### config.mk
export PLATFORM = sky130hd
export DESIGN_NAME = bx_execute
export DESIGN_NICKNAME = d
export VERILOG_FILES = /design/src/logic/bx_pkg.sv /design/src/logic/bx_execute.sv /design/src/logic/bx_shift_unit.sv
export SDC_FILE = /design/constraint.sdc
export NUM_CORES = 1
export LEC_CHECK = 0
export ABC_AREA = 1
export BUFFER_PORTS_ARGS = -buffer_cell sky130_fd_sc_hd__buf_2
export CORE_MARGIN = 5
export CORE_UTILIZATION = 25
export DETAILED_ROUTE_END_ITERATION = 10
export HOLD_SLACK_MARGIN = 0.08
export PLACE_DENSITY = 0.45
export SLEW_MARGIN = 0
export SYNTH_ARGS = -nofsm -noshare
export SYNTH_HDL_FRONTEND = slang
export SYNTH_SLANG_ARGS = --single-unit
### constraint.sdc
create_clock -name sys_clk -period 4.09 [get_ports sys_clk]
set_input_delay 0.409 -clock sys_clk [delete_from_list [all_inputs] [get_ports sys_clk]]
set_output_delay 0.409 -clock sys_clk [all_outputs]
set_load 0.02 [all_outputs]
### src/logic/bx_pkg.sv
// Purpose: Shared constants and types of the branch and bit-operation execute block.
// Assumes: A classic Wishbone slave with 32-bit data and byte addresses.
// Notes:   Status flags are packed with the interrupt enable on top and carry at bit 0.
`default_nettype none
package bx_pkg;

    ////////////////////////////////////////////////////////////////////////////////
    localparam int          ADR_W         = 8;
    localparam logic [7:0]  ADR_INSTR     = 8'h00;
    localparam logic [7:0]  ADR_OPERAND   = 8'h04;
    localparam logic [7:0]  ADR_FLAGS     = 8'h08;
    localparam logic [7:0]  ADR_PC        = 8'h0C;
    localparam logic [7:0]  ADR_STATUS    = 8'h10;
    localparam logic [7:0]  ADR_IO_BASE   = 8'h80;
    localparam int          IO_WORDS      = 32;

    localparam logic [2:0]  FLAG_C        = 3'h0;
    localparam logic [2:0]  FLAG_Z        = 3'h1;
    localparam logic [2:0]  FLAG_N        = 3'h2;
    localparam logic [2:0]  FLAG_V        = 3'h3;
    localparam logic [2:0]  FLAG_S        = 3'h4;
    localparam logic [2:0]  FLAG_H        = 3'h5;
    localparam logic [2:0]  FLAG_T        = 3'h6;
    localparam logic [2:0]  FLAG_I        = 3'h7;

    localparam logic [7:0]  FLAGS_RST     = 8'h00;
    localparam logic [7:0]  OPERAND_RST   = 8'h00;
    localparam logic [7:0]  IO_RST        = 8'h00;

    localparam int          BRANCH_TAKEN_CYCLES = 2;
    localparam int          IO_BIT_CYCLES       = 2;

    ////////////////////////////////////////////////////////////////////////////////
    typedef enum logic [4:0] {
        OP_BRANCH_FLAG_SET   = 5'h00,
        OP_BRANCH_FLAG_CLEAR = 5'h01,
        OP_BRANCH_SIGNED_GE  = 5'h02,
        OP_BRANCH_SIGNED_LT  = 5'h03,
        OP_IO_BIT_SET        = 5'h04,
        OP_IO_BIT_CLEAR      = 5'h05,
        OP_LOGICAL_SHIFT_L   = 5'h06,
        OP_LOGICAL_SHIFT_R   = 5'h07,
        OP_ARITH_SHIFT_R     = 5'h08,
        OP_ROTATE_LEFT_C     = 5'h09,
        OP_ROTATE_RIGHT_C    = 5'h0A,
        OP_NIBBLE_SWAP       = 5'h0B,
        OP_FLAG_SET          = 5'h0C,
        OP_FLAG_CLEAR        = 5'h0D,
        OP_BIT_TO_TRANSFER   = 5'h0E,
        OP_TRANSFER_TO_BIT   = 5'h0F
    } bx_op_t;

    typedef enum logic [2:0] {
        ST_IDLE   = 3'b001,
        ST_EXEC   = 3'b010,
        ST_FINISH = 3'b100
    } bx_state_t;

    typedef struct packed {
        logic i;
        logic t;
        logic h;
        logic s;
        logic v;
        logic n;
        logic z;
        logic c;
    } bx_status_flag_register_t;

    typedef struct packed {
        logic [4:0] ioAddr;
        logic [6:0] offset;
        logic [2:0] bitSel;
        logic [4:0] op;
    } bx_instr_t;

    typedef struct packed {
        logic [7:0] result;
        logic       updFlags;
        logic       c;
        logic       v;
        logic       n;
        logic       z;
    } bx_shift_t;

endpackage
`default_nettype wire

### src/logic/bx_execute.sv
// Purpose: Executes conditional branches and bit operations on flags, operand, PC and I/O.
// Assumes: Software loads operand, flags and PC, then writes an instruction word to start.
// Notes:   All register writes are ignored while an instruction runs; an instruction write also sets the reject bit.
//
// The placing of the registers and register access over Wishbone were decided locally.
`timescale 1ns/1ns
`default_nettype none
module bx_execute
    import bx_pkg::*;
#(
    parameter int PC_W = 16
)(
    input  wire logic              sys_clk,
    input  wire logic              nrst,
    input  wire logic              clkEn,
    input  wire logic              wb_cyc_i,
    input  wire logic              wb_stb_i,
    input  wire logic              wb_we_i,
    input  wire logic [ADR_W-1:0]  wb_adr_i,
    input  wire logic [3:0]        wb_sel_i,
    input  wire logic [31:0]       wb_dat_i,
    output logic      [31:0]       wb_dat_o,
    output logic                   wb_ack_o,
    output logic                   busy,
    output bx_status_flag_register_t               statusFlags,
    output logic      [PC_W-1:0]   progCounter
);

    if (PC_W < 8 || PC_W > 32) begin : g_bad_pc
        $error("PC_W must lie between 8 and 32");
    end

    ////////////////////////////////////////////////////////////////////////////////
    bx_state_t           stateQ,    stateD;
    bx_instr_t           instrQ,    instrD;
    bx_status_flag_register_t            flagsQ,    flagsD;
    logic [7:0]          operandQ,  operandD;
    logic [PC_W-1:0]     pcQ,       pcD;
    logic                takenQ,    takenD;
    logic                rejectQ,   rejectD;
    logic                illegalQ,  illegalD;
    logic                busyQ,     busyD;
    logic                ackQ,      ackD;
    logic [31:0]         datQ,      datD;
    logic [7:0]          ioMem [IO_WORDS];
    logic                ioWrEn;
    logic [4:0]          ioWrAddr;
    logic [7:0]          ioWrData;
    logic [7:0]          flagVec;
    logic                cond;
    logic                isBranch;
    logic [PC_W-1:0]     offsetExt;
    logic [PC_W-1:0]     pcNext;
    logic [PC_W-1:0]     pcTarget;
    logic                selBit;
    logic                busReq;
    logic                busWr;
    logic [4:0]          ioIdx;
    bx_shift_t           sh;

    assign busReq    = wb_cyc_i & wb_stb_i;
    assign busWr     = busReq & wb_we_i & ackQ;
    assign ioIdx     = wb_adr_i[6:2];
    assign flagVec   = flagsQ;
    assign selBit    = operandQ[instrQ.bitSel];
    assign offsetExt = {{(PC_W-7){instrQ.offset[6]}}, instrQ.offset};
    assign pcNext    = pcQ + PC_W'(1);
    assign pcTarget  = pcQ + offsetExt + PC_W'(1);
    assign isBranch  = (instrQ.op <= OP_BRANCH_SIGNED_LT);

    bx_shift_unit u_shift (
        .op      (instrQ.op),
        .value   (operandQ),
        .carryIn (flagsQ.c),
        .res     (sh)
    );

    function automatic logic [31:0] mergeSel(input logic [31:0] old, input logic [31:0] nw,
                                              input logic [3:0] sel);
        logic [31:0] r;
        r = old;
        for (int b = 0; b < 4; b++) begin
            if (sel[b]) begin
                r[8*b +: 8] = nw[8*b +: 8];
            end
        end
        return r;
    endfunction

    ////////////////////////////////////////////////////////////////////////////////
    // The three-bit bitSel field selects the flag under test, so every single-flag branch shares one path.
    always_comb begin
        unique case (instrQ.op)
            OP_BRANCH_FLAG_SET:   cond = flagVec[instrQ.bitSel];
            OP_BRANCH_FLAG_CLEAR: cond = ~flagVec[instrQ.bitSel];
            OP_BRANCH_SIGNED_GE:  cond = ~(flagsQ.n ^ flagsQ.v);
            OP_BRANCH_SIGNED_LT:  cond = flagsQ.n ^ flagsQ.v;
            default:              cond = 1'b0;
        endcase
    end

    ////////////////////////////////////////////////////////////////////////////////
    always_comb begin
        logic [31:0] w;
        logic [7:0]  fv;
        w        = '0;
        fv       = flagVec;
        stateD   = stateQ;
        instrD   = instrQ;
        flagsD   = flagsQ;
        operandD = operandQ;
        pcD      = pcQ;
        takenD   = takenQ;
        rejectD  = rejectQ;
        illegalD = illegalQ;
        ioWrEn   = 1'b0;
        ioWrAddr = instrQ.ioAddr;
        ioWrData = ioMem[instrQ.ioAddr];
        unique case (stateQ)
            ST_IDLE: begin
                if (busWr) begin
                    unique case (wb_adr_i)
                        ADR_INSTR: begin
                            w        = mergeSel(32'(instrQ), wb_dat_i, wb_sel_i);
                            instrD   = bx_instr_t'(w[19:0]);
                            stateD   = ST_EXEC;
                            rejectD  = 1'b0;
                            illegalD = 1'b0;
                        end
                        ADR_OPERAND: begin
                            w        = mergeSel(32'(operandQ), wb_dat_i, wb_sel_i);
                            operandD = w[7:0];
                        end
                        ADR_FLAGS: begin
                            w      = mergeSel(32'(flagsQ), wb_dat_i, wb_sel_i);
                            flagsD = bx_status_flag_register_t'(w[7:0]);
                        end
                        ADR_PC: begin
                            w   = mergeSel(32'(pcQ), wb_dat_i, wb_sel_i);
                            pcD = w[PC_W-1:0];
                        end
                        default: begin
                            if (wb_adr_i >= ADR_IO_BASE && wb_sel_i[0]) begin
                                ioWrEn   = 1'b1;
                                ioWrAddr = ioIdx;
                                ioWrData = wb_dat_i[7:0];
                            end
                        end
                    endcase
                end
            end
            ST_EXEC: begin
                stateD = ST_IDLE;
                pcD    = pcNext;
                if (isBranch) begin
                    takenD = cond;
                    if (cond) begin
                        stateD = ST_FINISH;
                        pcD    = pcQ;
                    end
                end else begin
                    takenD = 1'b0;
                    unique case (instrQ.op)
                        OP_IO_BIT_SET, OP_IO_BIT_CLEAR: begin
                            stateD = ST_FINISH;
                            pcD    = pcQ;
                        end
                        OP_LOGICAL_SHIFT_L, OP_LOGICAL_SHIFT_R, OP_ARITH_SHIFT_R,
                        OP_ROTATE_LEFT_C, OP_ROTATE_RIGHT_C, OP_NIBBLE_SWAP: begin
                            operandD = sh.result;
                            if (sh.updFlags) begin
                                flagsD.c = sh.c;
                                flagsD.z = sh.z;
                                flagsD.n = sh.n;
                                flagsD.v = sh.v;
                            end
                        end
                        OP_FLAG_SET, OP_FLAG_CLEAR: begin
                            fv[instrQ.bitSel] = (instrQ.op == OP_FLAG_SET);
                            flagsD = bx_status_flag_register_t'(fv);
                        end
                        OP_BIT_TO_TRANSFER: begin
                            flagsD.t = selBit;
                        end
                        OP_TRANSFER_TO_BIT: begin
                            operandD[instrQ.bitSel] = flagsQ.t;
                        end
                        default: begin
                            illegalD = 1'b1;
                        end
                    endcase
                end
            end
            ST_FINISH: begin
                stateD = ST_IDLE;
                if (isBranch) begin
                    pcD = pcTarget;
                end else begin
                    pcD    = pcNext;
                    ioWrEn = 1'b1;
                    ioWrData[instrQ.bitSel] = (instrQ.op == OP_IO_BIT_SET);
                end
            end
            default: begin
                stateD = ST_IDLE;
            end
        endcase
        if (busWr && wb_adr_i == ADR_INSTR && stateQ != ST_IDLE) begin
            rejectD = 1'b1;
        end
        busyD = (stateD != ST_IDLE);
    end

    ////////////////////////////////////////////////////////////////////////////////
    // Read data is captured with the acknowledge, so it is stable while ack is high.
    always_comb begin
        ackD = busReq & ~ackQ;
        datD = datQ;
        if (busReq && !ackQ) begin
            datD = '0;
            unique case (wb_adr_i)
                ADR_INSTR:   datD = 32'(instrQ);
                ADR_OPERAND: datD = 32'(operandQ);
                ADR_FLAGS:   datD = 32'(flagsQ);
                ADR_PC:      datD = 32'(pcQ);
                ADR_STATUS:  datD = {28'h0000000, illegalQ, rejectQ, takenQ, busyQ};
                default: begin
                    if (wb_adr_i >= ADR_IO_BASE) begin
                        datD = 32'(ioMem[ioIdx]);
                    end
                end
            endcase
        end
    end

    ////////////////////////////////////////////////////////////////////////////////
    always_ff @(posedge sys_clk) begin
        if (!nrst) begin
            stateQ   <= ST_IDLE;
            instrQ   <= '0;
            flagsQ   <= bx_status_flag_register_t'(FLAGS_RST);
            operandQ <= OPERAND_RST;
            pcQ      <= '0;
            takenQ   <= 1'b0;
            rejectQ  <= 1'b0;
            illegalQ <= 1'b0;
            busyQ    <= 1'b0;
            ackQ     <= 1'b0;
            datQ     <= '0;
            for (int i = 0; i < IO_WORDS; i++) begin
                ioMem[i] <= IO_RST;
            end
        end else if (clkEn) begin
            stateQ   <= stateD;
            instrQ   <= instrD;
            flagsQ   <= flagsD;
            operandQ <= operandD;
            pcQ      <= pcD;
            takenQ   <= takenD;
            rejectQ  <= rejectD;
            illegalQ <= illegalD;
            busyQ    <= busyD;
            ackQ     <= ackD;
            datQ     <= datD;
            if (ioWrEn) begin
                ioMem[ioWrAddr] <= ioWrData;
            end
        end
    end

    assign wb_ack_o    = ackQ;
    assign wb_dat_o    = datQ;
    assign busy        = busyQ;
    assign statusFlags = flagsQ;
    assign progCounter = pcQ;

    logic execFire;
    assign execFire = clkEn && stateQ == ST_EXEC;
endmodule
`default_nettype wire

### src/logic/bx_shift_unit.sv
// Purpose: Combinational shift, rotate and nibble-swap unit with its flag results.
// Assumes: Operand and carry come from registers; the caller decides when to commit.
// Notes:   Overflow is negative XOR carry after the shift, as for every shift here.
`timescale 1ns/1ns
`default_nettype none
module bx_shift_unit
    import bx_pkg::*;
(
    input  wire logic [4:0] op,
    input  wire logic [7:0] value,
    input  wire logic       carryIn,
    output bx_shift_t       res
);

    ////////////////////////////////////////////////////////////////////////////////
    always_comb begin
        res = '0;
        res.updFlags = 1'b1;
        res.c = carryIn;
        unique case (op)
            OP_LOGICAL_SHIFT_L: begin
                res.result = {value[6:0], 1'b0};
                res.c = value[7];
            end
            OP_LOGICAL_SHIFT_R: begin
                res.result = {1'b0, value[7:1]};
                res.c = value[0];
            end
            OP_ARITH_SHIFT_R: begin
                res.result = {value[7], value[7:1]};
                res.c = value[0];
            end
            OP_ROTATE_LEFT_C: begin
                res.result = {value[6:0], carryIn};
                res.c = value[7];
            end
            OP_ROTATE_RIGHT_C: begin
                res.result = {carryIn, value[7:1]};
                res.c = value[0];
            end
            OP_NIBBLE_SWAP: begin
                res.result = {value[3:0], value[7:4]};
                res.updFlags = 1'b0;
            end
            default: begin
                res.result = value;
                res.updFlags = 1'b0;
            end
        endcase
        res.n = res.result[7];
        res.z = (res.result == 8'h00);
        res.v = res.n ^ res.c;
    end

endmodule
`default_nettype wire

==> impl_summary.log <==
[metrics] outcome: finished clean
[metrics] cell type contributing the most total cell area after synthesis: sky130_fd_sc_hd__edfxtp_1
[metrics] drt wl/cell: 24.0 um
[metrics] ratio of cells with drive above 1 in the final layout: 0.103
[metrics] setup_tns: 0 ns
[metrics] number of pins exceeding their max-slew limit in the final report: 0
[metrics] unrepaired setup endpoints after global routing: false
[metrics] launching instance or port of the critical path: stateQ[0]$_SDFFE_PN1P_
[metrics] CTS tree: built
[metrics] remaining max-slew budget at the tightest pin: 0.347
[metrics] share of the synthesized netlist area taken by xor and xnor gates: 0.00433
[metrics] number of flops mapped to enable cells by yosys: 256
[metrics] total wire length after detailed routing: 89,100 um
[metrics] dominant cell by count in the synthesized netlist: sky130_fd_sc_hd__nand2_1
[metrics] clk root buf: sky130_fd_sc_hd__clkbuf_16
[metrics] depth of the worst register-to-register path: 9
[metrics] critical path launch point type: flip-flop
[metrics] ranking of synthesized cells by area: sky130_fd_sc_hd__edfxtp_1 (38%), sky130_fd_sc_hd__nand2_1 (10%), sky130_fd_sc_hd__a21oi_1 (9.1%)
[metrics] Peak Freq: 290 MHz
[metrics] Routed Antenna Nets: 0
[metrics] sequential element share of the synthesized area: 0.460
[metrics] number of stages on the worst hold path: 3
[metrics] Seq cells post-synth: 336
[metrics] CTS max path bufs: 3
[metrics] # H-tree levels: 2
[metrics] placement row count: 104
[metrics] Via-to-Cell Ratio: 5.49
[metrics] largest vdd supply drop: 0.243 mV
[metrics] leakage: 0.00866 uW
[metrics] crit path kind: reg2reg
[metrics] Clock Skew: 0.0247 ns
[metrics] cell area reported after detailed placement: 0.0218 mm2
[metrics] Synth top cells by count: sky130_fd_sc_hd__nand2_1 (556), sky130_fd_sc_hd__a21oi_1 (366), sky130_fd_sc_hd__edfxtp_1 (256), sky130_fd_sc_hd__nor2_1 (235), sky130_fd_sc_hd__o21ai_0 (231)
[metrics] most instantiated flip-flop cell in the synthesis netlist: sky130_fd_sc_hd__edfxtp_1
[metrics] Mapped Area: 0.0202 mm2
[metrics] die extent in y: 294 um
[metrics] worst reg2reg path endpoint: ioMem[31][2]$_SDFFCE_PN0P_
[metrics] post-detailed-route DRC marker count: 0
[metrics] CP Data Required Time: 4.30 ns
[metrics] Power per Cell Area: 346 mW/mm2
[metrics] area inside the core boundary: 0.0803 mm2
[metrics] basic-gate share of the synthesized area counting and, or, nand and nor cells: 0.223
[metrics] combinational family with the most area after synthesis: compound AO/OA/AOI/OAI gates
[metrics] Filler Cell Count: 8,624
[metrics] Max Fanout on Critical Path: 12
[metrics] post-route clock period utilization: 0.844
[metrics] Synth Area in Compound Gates: 0.230
[metrics] CTS Buf Count: 40
[metrics] Max-Cap Viols: 0
[metrics] endpoint class of the critical path: flip-flop
[metrics] clock-pin slew on the worst setup and hold paths: 0.06 ns
[metrics] count of warnings emitted by yosys: 0
[metrics] startpoint of the most critical hold path: wb_dat_i[12]
[metrics] footprint of the flip-flops and latches: 0.00929 mm2
[metrics] proportion of synthesized flip-flops having asynchronous set or reset: 0
[metrics] number of top-level pins: 108
[metrics] Remaining Overflow, GRT: 0
[metrics] area of combinational cells with multiple inputs: 0.00952 mm2
[metrics] synthesized area per cell: 7.78 um2
[metrics] DRC marker count from the first detailed-route iteration: 2,451
[metrics] cells resized by post-CTS repair: 0
[metrics] detailed-placement wirelength estimate: 59,300 um
[metrics] detailed-route via count: 20,300
[metrics] R2R Path Start: stateQ[0]$_SDFFE_PN1P_
[metrics] wire length of the first global-routing pass: 130,000 um
[metrics] floorplan die area: 0.0866 mm2
[metrics] final setup violation count: 0
[metrics] width of the chip: 294 um
[metrics] area added between synthesis and finish: 13.9%
[metrics] number of library cell types mapped by synthesis: 52
[metrics] largest net degree at the start of global routing: 133
[metrics] number of standard cells after synthesis: 2,598
[metrics] power after layout: 7970 uW
[metrics] total non-filler cell area in the finished layout: 0.0230 mm2
[metrics] signal arrival time at the worst endpoint: 3.66 ns
[metrics] number of antenna violations at the first check in global routing: 2
[metrics] mux contribution to synthesized area: 0
[metrics] Tot GR Track Use: 0.196
[metrics] drt first pass iters: 6
[metrics] Clock Latency Late Sink: 0.58 ns
[metrics] transition at the pin with the smallest max-transition slack: 0.980 ns
[metrics] Final nets: 2,685
[metrics] clk sinks: 336
[metrics] adder and majority gate portion of the synthesized area: 0.0109
[metrics] worst hold path type: in2reg
[metrics] initial cell density of the core: 0.252
[metrics] min cycle time layout: 3.45 ns
[metrics] final weighted congestion of routability-driven global placement: 0.919
[metrics] Final Hold Vio Count: 0
[metrics] number of global-route vias before repair: 19,200
[metrics] capturing element of the worst setup path: ioMem[31][2]$_SDFFCE_PN0P_
[metrics] slack of the worst reg-to-reg path: 0.64 ns
[metrics] portion of synthesized cell area occupied by the leading cell type: 0.380
[metrics] Buffers on Ports: 82
-- layout make-up --
cell class              instances  share of cell area
well taps                    1060              0.0576
clock inverters                16             0.00658
diodes                          1            0.000109
flip-flops and latches        336               0.404
multi-input cells            1917               0.413
repair buffers                154              0.0442
clock buffers                  54              0.0467
inverters                     169              0.0276
-- report_power, final --
part	internal [uW]	leakage [uW]	total [uW]	switching, uW
Clock	2030	0.000598	3530	1500
Sequential	3760	0.00328	3840	75.3
Combinational	144	0.00478	602	457
Total	5930	0.00866	7970	2040
-- what timing repair did --
action / 4_1_cts / 5_1_grt
setup endpoints to repair: 0 / 0
endpoints found under the hold margin: 1 / 0
setup buffers: 0 / 0
hold buffers: 1 / 0
-- worst min-delay path by stage --
stage | end
after floorplan | illegalQ$_SDFFE_PN0P_
after global placement | wb_dat_o[17]$_SDFFE_PN0P_
after detailed placement | wb_dat_o[17]$_SDFFE_PN0P_
after CTS | instrQ[12]$_SDFFE_PN0P_
after global routing | instrQ[10]$_SDFFE_PN0P_
final | instrQ[12]$_SDFFE_PN0P_
-- registers in the layout (all words and copies together), names as in the netlist, 3 cells and up --
| signal | count |
|---|---|
| wb_dat_o | 20 |
| instrQ | 20 |
| ioMem | 256 |
| statusFlags | 8 |
| progCounter | 16 |
| operandQ | 8 |
| stateQ | 3 |
-- placed cells by master, fill, tap and decap left out, types with 12 or more instances in the layout --
cell | netlist | routed
sky130_fd_sc_hd__buf_4 | 13 | 67
sky130_fd_sc_hd__buf_2 | 43 | 81
sky130_fd_sc_hd__conb_1 | 1 | 12
sky130_fd_sc_hd__a31oi_1 | 15 | 15
sky130_fd_sc_hd__o211ai_1 | 20 | 20
sky130_fd_sc_hd__nor3_1 | 39 | 38
sky130_fd_sc_hd__edfxtp_1 | 256 | 256
sky130_fd_sc_hd__ha_1 | 16 | 16
sky130_fd_sc_hd__o22ai_1 | 96 | 96
sky130_fd_sc_hd__dfxtp_1 | 80 | 78
sky130_fd_sc_hd__o21ai_0 | 231 | 231
sky130_fd_sc_hd__nand2_2 | 21 | 21
sky130_fd_sc_hd__nor2_1 | 235 | 233
sky130_fd_sc_hd__a41oi_1 | 24 | 24
sky130_fd_sc_hd__nand3_1 | 104 | 104
sky130_fd_sc_hd__o21ai_1 | 15 | 15
sky130_fd_sc_hd__nand2_1 | 556 | 556
sky130_fd_sc_hd__a22oi_1 | 26 | 26
sky130_fd_sc_hd__clkbuf_16 | 0 | 41
sky130_fd_sc_hd__inv_1 | 151 | 151
sky130_fd_sc_hd__nand4_1 | 56 | 56
sky130_fd_sc_hd__clkbuf_1 | 117 | 13
sky130_fd_sc_hd__a21oi_1 | 366 | 366
-- cell families (layout without fill, tap and decap cells) --
group                      Yosys count  count (layout)
AOI/OAI and AO/OA                  832             832
xor gates and xnor gates            10              10
adders and majority gates           17              17
buffers and inverters              356             393
DFF                                336             336
other                                1              13
and+or+nand+nor                   1046            1046
-- routing by layer --
metal / GRT usage / vias up / share of wire
met2: 0.314 / 1123 / 0.45
li1: - / 9199 / -
met3: 0.0299 / 145 / 0.087
met4: 0.0626 / 4 / 0.031
met5: 0 / - / 0.00022
met1: 0.274 / 9876 / 0.43
-- worst max-delay path, cell delays in order, from the launching register on --
cell                      delay, ns
sky130_fd_sc_hd__dfxtp_1       0.34
sky130_fd_sc_hd__inv_1         0.09
sky130_fd_sc_hd__nand3_1       0.19
sky130_fd_sc_hd__inv_1         0.38
sky130_fd_sc_hd__a21oi_1       0.13
sky130_fd_sc_hd__nor3_1        0.47
sky130_fd_sc_hd__nand2_1       0.27
sky130_fd_sc_hd__nor2_4        0.51
sky130_fd_sc_hd__nand2_2       0.28
sky130_fd_sc_hd__nand2_1       0.41
-- metrics by stage --
step / worst slack (ns) / hold slack (ns) / instances / utilization
3_5_place_dp: 0.753 / 0.457 / 3635 / 0.271
4_1_cts: 0.739 / 0.0811 / 3706 / 0.287
2_1_floorplan: 1.67 / 0.434 / 2609 / -
6_report: 0.639 / 0.104 / 3707 / 0.287
5_1_grt: 0.514 / 0.108 / 3706 / 0.287
3_3_place_gp: 0.706 / 0.451 / 3635 / 0.271
Power figures use the tool's default switching activity.
